[src/hdl/acb_regs.svh]
`ifndef ACB_REGS_SVH
`define ACB_REGS_SVH

// ------------------------------------------------------------------
// Register offsets
// ------------------------------------------------------------------
`define ACB_OFS_IRQ_ENABLE_CLEAR 8'h00
`define ACB_OFS_IRQ_ENABLE_SET 8'h04
`define ACB_OFS_IRQ_FLAGS 8'h08
`define ACB_OFS_SYNC_BUSY_FLAGS 8'h0C
`define ACB_OFS_GAIN_CORRECTION 8'h10
`define ACB_OFS_OFFSET_CORRECTION 8'h14
`define ACB_OFS_RESULT 8'h18
`define ACB_OFS_AVG_CTRL 8'h1C

// ------------------------------------------------------------------
// Field positions
// ------------------------------------------------------------------
`define ACB_IRQ_RESULT_READY 0
`define ACB_IRQ_WINDOW_HIT 1
`define ACB_IRQ_OVERRUN 2
`define ACB_BUSY_GAIN 0
`define ACB_BUSY_OFFSET 1

// ------------------------------------------------------------------
// Reset values
// ------------------------------------------------------------------
`define ACB_RST_GAIN 12'h000
`define ACB_RST_OFFSET 12'h000
`define ACB_RST_AVG 4'h0

`endif

[src/hdl/acb_pkg.sv]
package acb_pkg;
  // Correction pair as applied to the converter.
  typedef struct packed {
    logic [11:0] gain;
    logic [11:0] offset;
  } acb_corr_t;

  // Register port request.
  typedef struct packed {
    logic [7:0] addr;
    logic [31:0] wdata;
    logic wr;
    logic rd;
  } acb_bus_t;

  typedef enum logic [1:0] {ACB_IDLE, ACB_CONV, ACB_HOLD} acb_state_t;
endpackage

[src/hdl/acb_top.sv]
// Decided for this implementation: the address-and-strobe port and the register offsets.
`timescale 1ns/1ps
`include "acb_regs.svh"

module acb_top #(
  parameter int RES_W = 12
) (
  input wire logic mclk,
  input wire logic rst_n,
  input wire acb_pkg::acb_bus_t bus,
  output logic [31:0] rdata,
  input wire logic conv_start,
  input wire logic sample_done,
  input wire logic [RES_W-1:0] sample_data,
  input wire logic window_match,
  output logic conv_busy,
  output acb_pkg::acb_corr_t corr_active,
  output logic dma_result_ready,
  output logic irq,
  output logic wake_req
);

  // ------------------------------------------------------------------
  // Register port decode
  // ------------------------------------------------------------------
  function automatic logic hit(input acb_pkg::acb_bus_t b, input logic [7:0] ofs);
    hit = b.addr == ofs;
  endfunction

  logic wr_gain, wr_ofs, wr_set, wr_clr, wr_flag, wr_avg, rd_res;
  assign wr_gain = bus.wr && hit(bus, `ACB_OFS_GAIN_CORRECTION);
  assign wr_ofs = bus.wr && hit(bus, `ACB_OFS_OFFSET_CORRECTION);
  assign wr_set = bus.wr && hit(bus, `ACB_OFS_IRQ_ENABLE_SET);
  assign wr_clr = bus.wr && hit(bus, `ACB_OFS_IRQ_ENABLE_CLEAR);
  assign wr_flag = bus.wr && hit(bus, `ACB_OFS_IRQ_FLAGS);
  assign wr_avg = bus.wr && hit(bus, `ACB_OFS_AVG_CTRL);
  assign rd_res = bus.rd && hit(bus, `ACB_OFS_RESULT);

  // ------------------------------------------------------------------
  // Averaging control register
  // ------------------------------------------------------------------
  logic [3:0] avg_r, avg_nxt;

  always_comb begin
    avg_nxt = avg_r;
    if (wr_avg) begin
      avg_nxt = bus.wdata[3:0];
    end
  end

  always_ff @(posedge mclk or negedge rst_n) begin
    if (!rst_n) begin
      avg_r <= `ACB_RST_AVG;
    end else begin
      avg_r <= avg_nxt;
    end
  end

  // ------------------------------------------------------------------
  // Conversion sequencing
  // ------------------------------------------------------------------
  logic [15:0] cnt_r, cnt_nxt;
  logic [15:0] cnt_inc;
  logic [15:0] cnt_goal;
  logic [RES_W+15:0] acc_r, acc_nxt;
  logic [RES_W+15:0] acc_sum;
  logic [RES_W-1:0] result_r, result_nxt;
  acb_pkg::acb_state_t st_r, st_nxt;
  logic result_evt;

  // Count and running sum are shared by the last-sample test and the stored result.
  assign cnt_inc = cnt_r + 16'h0001;
  assign cnt_goal = 16'h0001 << avg_r;
  assign acc_sum = acc_r + (RES_W+16)'(sample_data);

  always_comb begin
    cnt_nxt = cnt_r;
    acc_nxt = acc_r;
    result_nxt = result_r;
    st_nxt = st_r;
    result_evt = 1'b0;
    unique case (st_r)
      acb_pkg::ACB_IDLE: begin
        if (conv_start) begin
          st_nxt = acb_pkg::ACB_CONV;
          cnt_nxt = 16'h0000;
          acc_nxt = '0;
        end
      end
      acb_pkg::ACB_CONV: begin
        if (sample_done) begin
          acc_nxt = acc_sum;
          cnt_nxt = cnt_inc;
          // Samples before the last of an averaging run never raise the result event.
          if (cnt_inc >= cnt_goal) begin
            result_nxt = RES_W'(acc_sum >> avg_r);
            result_evt = 1'b1;
            st_nxt = acb_pkg::ACB_HOLD;
          end
        end
      end
      acb_pkg::ACB_HOLD: begin
        // Pending corrections were applied on the result edge; restart is now safe.
        st_nxt = acb_pkg::ACB_IDLE;
      end
      default: begin
        st_nxt = acb_pkg::ACB_IDLE;
      end
    endcase
  end

  always_ff @(posedge mclk or negedge rst_n) begin
    if (!rst_n) begin
      cnt_r <= 16'h0000;
      acc_r <= '0;
      result_r <= '0;
      st_r <= acb_pkg::ACB_IDLE;
    end else begin
      cnt_r <= cnt_nxt;
      acc_r <= acc_nxt;
      result_r <= result_nxt;
      st_r <= st_nxt;
    end
  end

  // ------------------------------------------------------------------
  // Correction shadow and busy bits
  // ------------------------------------------------------------------
  acb_pkg::acb_corr_t shadow_r, shadow_nxt, active_r, active_nxt;
  logic [1:0] busy_r, busy_nxt;

  always_comb begin
    shadow_nxt = shadow_r;
    active_nxt = active_r;
    busy_nxt = busy_r;
    if (result_evt) begin
      if (busy_r[`ACB_BUSY_GAIN]) begin
        active_nxt.gain = shadow_r.gain;
        busy_nxt[`ACB_BUSY_GAIN] = 1'b0;
      end
      if (busy_r[`ACB_BUSY_OFFSET]) begin
        active_nxt.offset = shadow_r.offset;
        busy_nxt[`ACB_BUSY_OFFSET] = 1'b0;
      end
    end
    if (wr_gain) begin
      shadow_nxt.gain = bus.wdata[11:0];
      busy_nxt[`ACB_BUSY_GAIN] = 1'b1;
    end
    if (wr_ofs) begin
      shadow_nxt.offset = bus.wdata[11:0];
      busy_nxt[`ACB_BUSY_OFFSET] = 1'b1;
    end
  end

  always_ff @(posedge mclk or negedge rst_n) begin
    if (!rst_n) begin
      shadow_r <= {`ACB_RST_GAIN, `ACB_RST_OFFSET};
      active_r <= {`ACB_RST_GAIN, `ACB_RST_OFFSET};
      busy_r <= 2'h0;
    end else begin
      shadow_r <= shadow_nxt;
      active_r <= active_nxt;
      busy_r <= busy_nxt;
    end
  end

  // ------------------------------------------------------------------
  // Result-ready DMA request
  // ------------------------------------------------------------------
  logic dma_r, dma_nxt;
  logic overrun_evt;

  always_comb begin
    dma_nxt = dma_r;
    // A result that finds the previous one still unread is an overrun.
    overrun_evt = result_evt && dma_r && !rd_res;
    if (rd_res) begin
      dma_nxt = 1'b0;
    end
    if (result_evt) begin
      dma_nxt = 1'b1;
    end
  end

  always_ff @(posedge mclk or negedge rst_n) begin
    if (!rst_n) begin
      dma_r <= 1'b0;
    end else begin
      dma_r <= dma_nxt;
    end
  end

  // ------------------------------------------------------------------
  // Interrupt enables
  // ------------------------------------------------------------------
  logic [2:0] en_r, en_nxt;

  always_comb begin
    en_nxt = en_r;
    if (wr_set) begin
      en_nxt = en_nxt | bus.wdata[2:0];
    end
    if (wr_clr) begin
      en_nxt = en_nxt & ~bus.wdata[2:0];
    end
  end

  always_ff @(posedge mclk or negedge rst_n) begin
    if (!rst_n) begin
      en_r <= 3'h0;
    end else begin
      en_r <= en_nxt;
    end
  end

  // ------------------------------------------------------------------
  // Interrupt flags
  // ------------------------------------------------------------------
  logic [2:0] flags_r, flags_nxt, evt;

  assign evt = {overrun_evt, result_evt && window_match, result_evt};

  always_comb begin
    flags_nxt = flags_r;
    if (wr_flag) begin
      flags_nxt = flags_nxt & ~bus.wdata[2:0];
    end
    // Events are merged last so that they win over a clear in the same cycle.
    flags_nxt = flags_nxt | evt;
  end

  always_ff @(posedge mclk or negedge rst_n) begin
    if (!rst_n) begin
      flags_r <= 3'h0;
    end else begin
      flags_r <= flags_nxt;
    end
  end

  // ------------------------------------------------------------------
  // Read data
  // ------------------------------------------------------------------
  logic [31:0] rdata_r, rdata_nxt;

  always_comb begin
    rdata_nxt = 32'h0000_0000;
    if (bus.rd) begin
      unique case (bus.addr)
        `ACB_OFS_IRQ_ENABLE_SET, `ACB_OFS_IRQ_ENABLE_CLEAR: rdata_nxt[2:0] = en_r;
        `ACB_OFS_IRQ_FLAGS: rdata_nxt[2:0] = flags_r;
        `ACB_OFS_SYNC_BUSY_FLAGS: rdata_nxt[1:0] = busy_r;
        `ACB_OFS_GAIN_CORRECTION: rdata_nxt[11:0] = shadow_r.gain;
        `ACB_OFS_OFFSET_CORRECTION: rdata_nxt[11:0] = shadow_r.offset;
        `ACB_OFS_RESULT: rdata_nxt[RES_W-1:0] = result_r;
        `ACB_OFS_AVG_CTRL: rdata_nxt[3:0] = avg_r;
        default: rdata_nxt = 32'h0000_0000;
      endcase
    end
  end

  always_ff @(posedge mclk or negedge rst_n) begin
    if (!rst_n) begin
      rdata_r <= 32'h0000_0000;
    end else begin
      rdata_r <= rdata_nxt;
    end
  end

  // Requests are combinational from flag and enable so they drop with either.
  logic [2:0] req;
  assign req = flags_r & en_r;
  assign irq = |req;
  assign wake_req = req[`ACB_IRQ_RESULT_READY] | req[`ACB_IRQ_WINDOW_HIT];
  assign rdata = rdata_r;
  assign dma_result_ready = dma_r;
  assign corr_active = active_r;
  assign conv_busy = st_r != acb_pkg::ACB_IDLE;

endmodule

[config.mk]
export PLATFORM = sky130hd
export DESIGN_NAME = acb_top
export DESIGN_NICKNAME = d
export VERILOG_FILES = /design/src/hdl/acb_pkg.sv /design/src/hdl/acb_top.sv
export VERILOG_INCLUDE_DIRS = /design/src /design/src/hdl
export SDC_FILE = /design/constraint.sdc
export NUM_CORES = 1
export LEC_CHECK = 0
export BUFFER_PORTS_ARGS = -buffer_cell sky130_fd_sc_hd__buf_4
export CAP_MARGIN = 10
export CORE_ASPECT_RATIO = 1.1
export CORE_MARGIN = 2
export CORE_UTILIZATION = 53
export DETAILED_ROUTE_END_ITERATION = 7
export GPL_ROUTABILITY_DRIVEN = 0
export PLACE_DENSITY = 0.78
export SKIP_LAST_GASP = 1
export SYNTH_ARGS = -nofsm -noshare
export SYNTH_HDL_FRONTEND = slang
export SYNTH_SLANG_ARGS = --single-unit
[constraint.sdc]
create_clock -name mclk -period 3.6 [get_ports mclk]
set_input_delay 0.36 -clock mclk [delete_from_list [all_inputs] [get_ports mclk]]
set_output_delay 0.36 -clock mclk [all_outputs]
set_load 0.05 [all_outputs]
==> results.yml <==
grt:
  antenna_found_initial: 0
  grt_max_degree: 72
  grt_pass1_vias: 7210
  gr-total-overflow: 0
  use_met2_pct: 46.1
  grt_use_total_pct: 26.2
  busiest_layer: "met2"
  grt_pass1_wl_um: 36000
  grt_use_met1_pct: 33.0
  use_met3_pct: 4.68
final_layout:
  finish.utilization_pct: 65.7
  n_fill_cell: 1221
  final_common_cell: "buf_4"
  drive_gt1_share_pct: 29.7
  nets: 1067
  antenna-diode-count: 0
  final_cell_mix: "buf_4 (133), dfrtp_1 (129), nand2_1 (96)"
  area_growth_pct: 21.5
setup_path:
  crit_top_cell: "and3_4"
  crit_required_ps: 3920
  path_delay_family: "simple AND/OR/NAND/NOR gates"
  crit_arrival_ps: 3840
  cp_cell_sequence: "and3_4 > and4_4 > and3_4 > and3_4 > and3_4 > nand3_1 > xnor2_1 > ha_1 > buf_4 > a21oi_2 > o22ai_2 > a21oi_2 > inv_2 > nand2_1 > buf_12 > mux2_2"
  worstSetupPathType: "reg2reg"
  crit_path_end_kind: "flop"
  r2r_end: "corr_active[11]"
  r2r_start: "cnt_r[1]"
  start_kind: "flop"
  path_depth: 16
  regToRegSetupSlack_ps: 80
  worst_r2r_path_depth: 16
  cp_slowest_stage_delay_ps: 400
  crit_buf_inv: 3
  crit_path_max_fanout: 12
  critPathSlowestCell: "dfrtp_1"
drt:
  routedWlPerCell_um: 18.5
  dr.first_iter.drc_count: 608
  vias_per_cell: 6.02
  dr.pass1.iters: 5
  vias: 7175
  remaining_drc_errors: 0
  ant_nets: 0
  drt_wl_total_um: 22100
clock_tree:
  cts_tree: "yes"
  cts_buffer_depth: 2
  holdBufCountCts: 0
  cts_buffers: 17
  path_clk_slew_ps: 60
  cts.sinks: 130
  htreeDepth: 4
  clk_latency_ps: 440
  cts_root_buffer: "clkbuf_16"
power:
  leakage_nw: 4.79
  powerDensity_nw_per_um2: 623
  peakVddDrop_mv: 0.459
place:
  hpwl_um: 15100
  pre_cts_slack_ps: -99.7
  io_buffers: 78
synthesis:
  syn_inst: 877
  ys.flop_type: "dfrtp_1"
  netlist_area_sq_um: 8440
  ys_async_sr_fraction_pct: 100
  synth_edf_count: 0
  synth-seq-cells: 130
  synthTopCellsByArea: "dfrtp_1 (39%), mux2_2 (8.4%), nand2_1 (4.4%)"
  ys_types: 83
  synth_area_per_cell_sq_um: 9.62
  ys_seq_area_share_pct: 38.6
  yosysTopAreaCellShare_pct: 38.6
  ys_warn_count: 0
  synth_top_cell_by_area: "dfrtp_1"
floorplanning:
  die-area_sq_um: 16900
  core_area_sq_um: 15600
  initial_core_util_pct: 54.0
  die_y_um: 136
  die_w_um: 124
  io_pins: 119
  rows: 48
sta:
  drv_slew: 0
  clock_skew_ps: 11.0
  fmax_mhz: 284
  relSlewSlack_pct: 36.8
  worstMarginPinSlew_ps: 934
  finalCritPeriodShare_pct: 97.7
  tns_ps: 0
  hold_viol: 0
  fin_ws_ps: 81.5
  setup_viol: 0
  rsz0062_at_grt: "true"
  fin_crit_ps: 3520
worst_hold_path:
  worstHoldPathType: "in2async"
run_status:
  status: "completed"
job:
  maxCapViolations: 0
[final cells by class]
class | instances | area (sq um) | share of cell area [%]
tap | 200 | 250 | 2.44
sequential | 130 | 3250 | 31.7
multi-input combinational | 672 | 4980 | 48.6
timing repair buffer | 138 | 1080 | 10.5
inverter | 19 | 71.3 | 0.695
clock inverter | 14 | 179 | 1.74
clock buffer | 18 | 439 | 4.28
[worst reg2reg max path: cells and delay by family (launching register included)]
kind	cells	cell delay, ps
buffers and inverters	3	410
multiplexers	1	360
AND/OR/NAND/NOR	7	1220
adder cells (fa/ha/maj)	1	300
AO/OA/AOI/OAI	3	460
flip-flops	1	400
XOR/XNOR	1	240
[what timing repair did]
item	4_1_cts	5_1_grt
setup buffers	1	8
pin swaps	0	14
resized for setup	8	32
setup endpoints to repair	34	36
gates cloned	0	0
[kinds of logic after synthesis]
group / synth area share, %
adder cells (fa/ha/maj): 4.54
multiplexers: 14.9
AND/OR/NAND/NOR: 15.9
buffers and inverters: 5.35
other: 0.0444
flip-flops: 38.6
XOR/XNOR: 3.74
AO/OA/AOI/OAI: 17.0
[how the worst max path moves through the flow]
| stage | end | startpoint |
|---|---|---|
| after floorplan | result_r[10] | cnt_r[0] |
| final | corr_active[11] | cnt_r[1] |
| after CTS | result_r[10] | cnt_r[0] |
| after global routing | result_r[10] | cnt_r[0] |
| after global placement | result_r[0] | cnt_r[0] |
| after detailed placement | result_r[0] | cnt_r[0] |
[per-stage QoR]
stage          total power [mW]  hold WS, ps  area [sq um]  instances
6_report                   6.39         74.6         10300       1191
5_1_grt                    6.74          143         10300       1191
4_1_cts                    6.30         95.4         10000       1183
3_5_place_dp               4.43          455          9390       1150
3_3_place_gp               4.37          464          9390       1150
2_1_floorplan              3.69         64.4          8510        896
[report_power, final]
group / leakage (nW) / switching, mW / internal [mW]
Sequential: 1.74 / 0.191 / 1.67
Combinational: 2.76 / 1.52 / 1.17
Clock: 0.299 / 0.712 / 1.12
[cell usage after synthesis (19+ instances only)]
| cell type | n |
|---|---|
| xnor2_1 | 20 |
| ha_1 | 29 |
| dfrtp_1 | 130 |
| o21ai_0 | 62 |
| a21oi_1 | 33 |
| mux2_2 | 63 |
| nand2_1 | 98 |
| a22o_1 | 22 |
| nor2_1 | 75 |
| clkbuf_1 | 40 |
| mux2i_1 | 26 |
| nand3_1 | 19 |
| buf_4 | 22 |
| and3_1 | 19 |
[sequential cells by signal (all words and copies together), names as in the netlist, named ones only]
register and flops:
acc_r 27, busy_r 2, shadow_r 24, dma_result_ready 1
cnt_r 16, flags_r 3, st_r 2, result_r 12
rdata 12, avg_r 4, corr_active 24
[per-layer routing]
| metal | share of wire [%] | routed length (um) |
|---|---|---|
| met5 | 0 | 0 |
| met4 | 1.7 | 365 |
| met1 | 42 | 9260 |
| met3 | 5.8 | 1270 |
| met2 | 51 | 11200 |
Power figures use the tool's default switching activity.
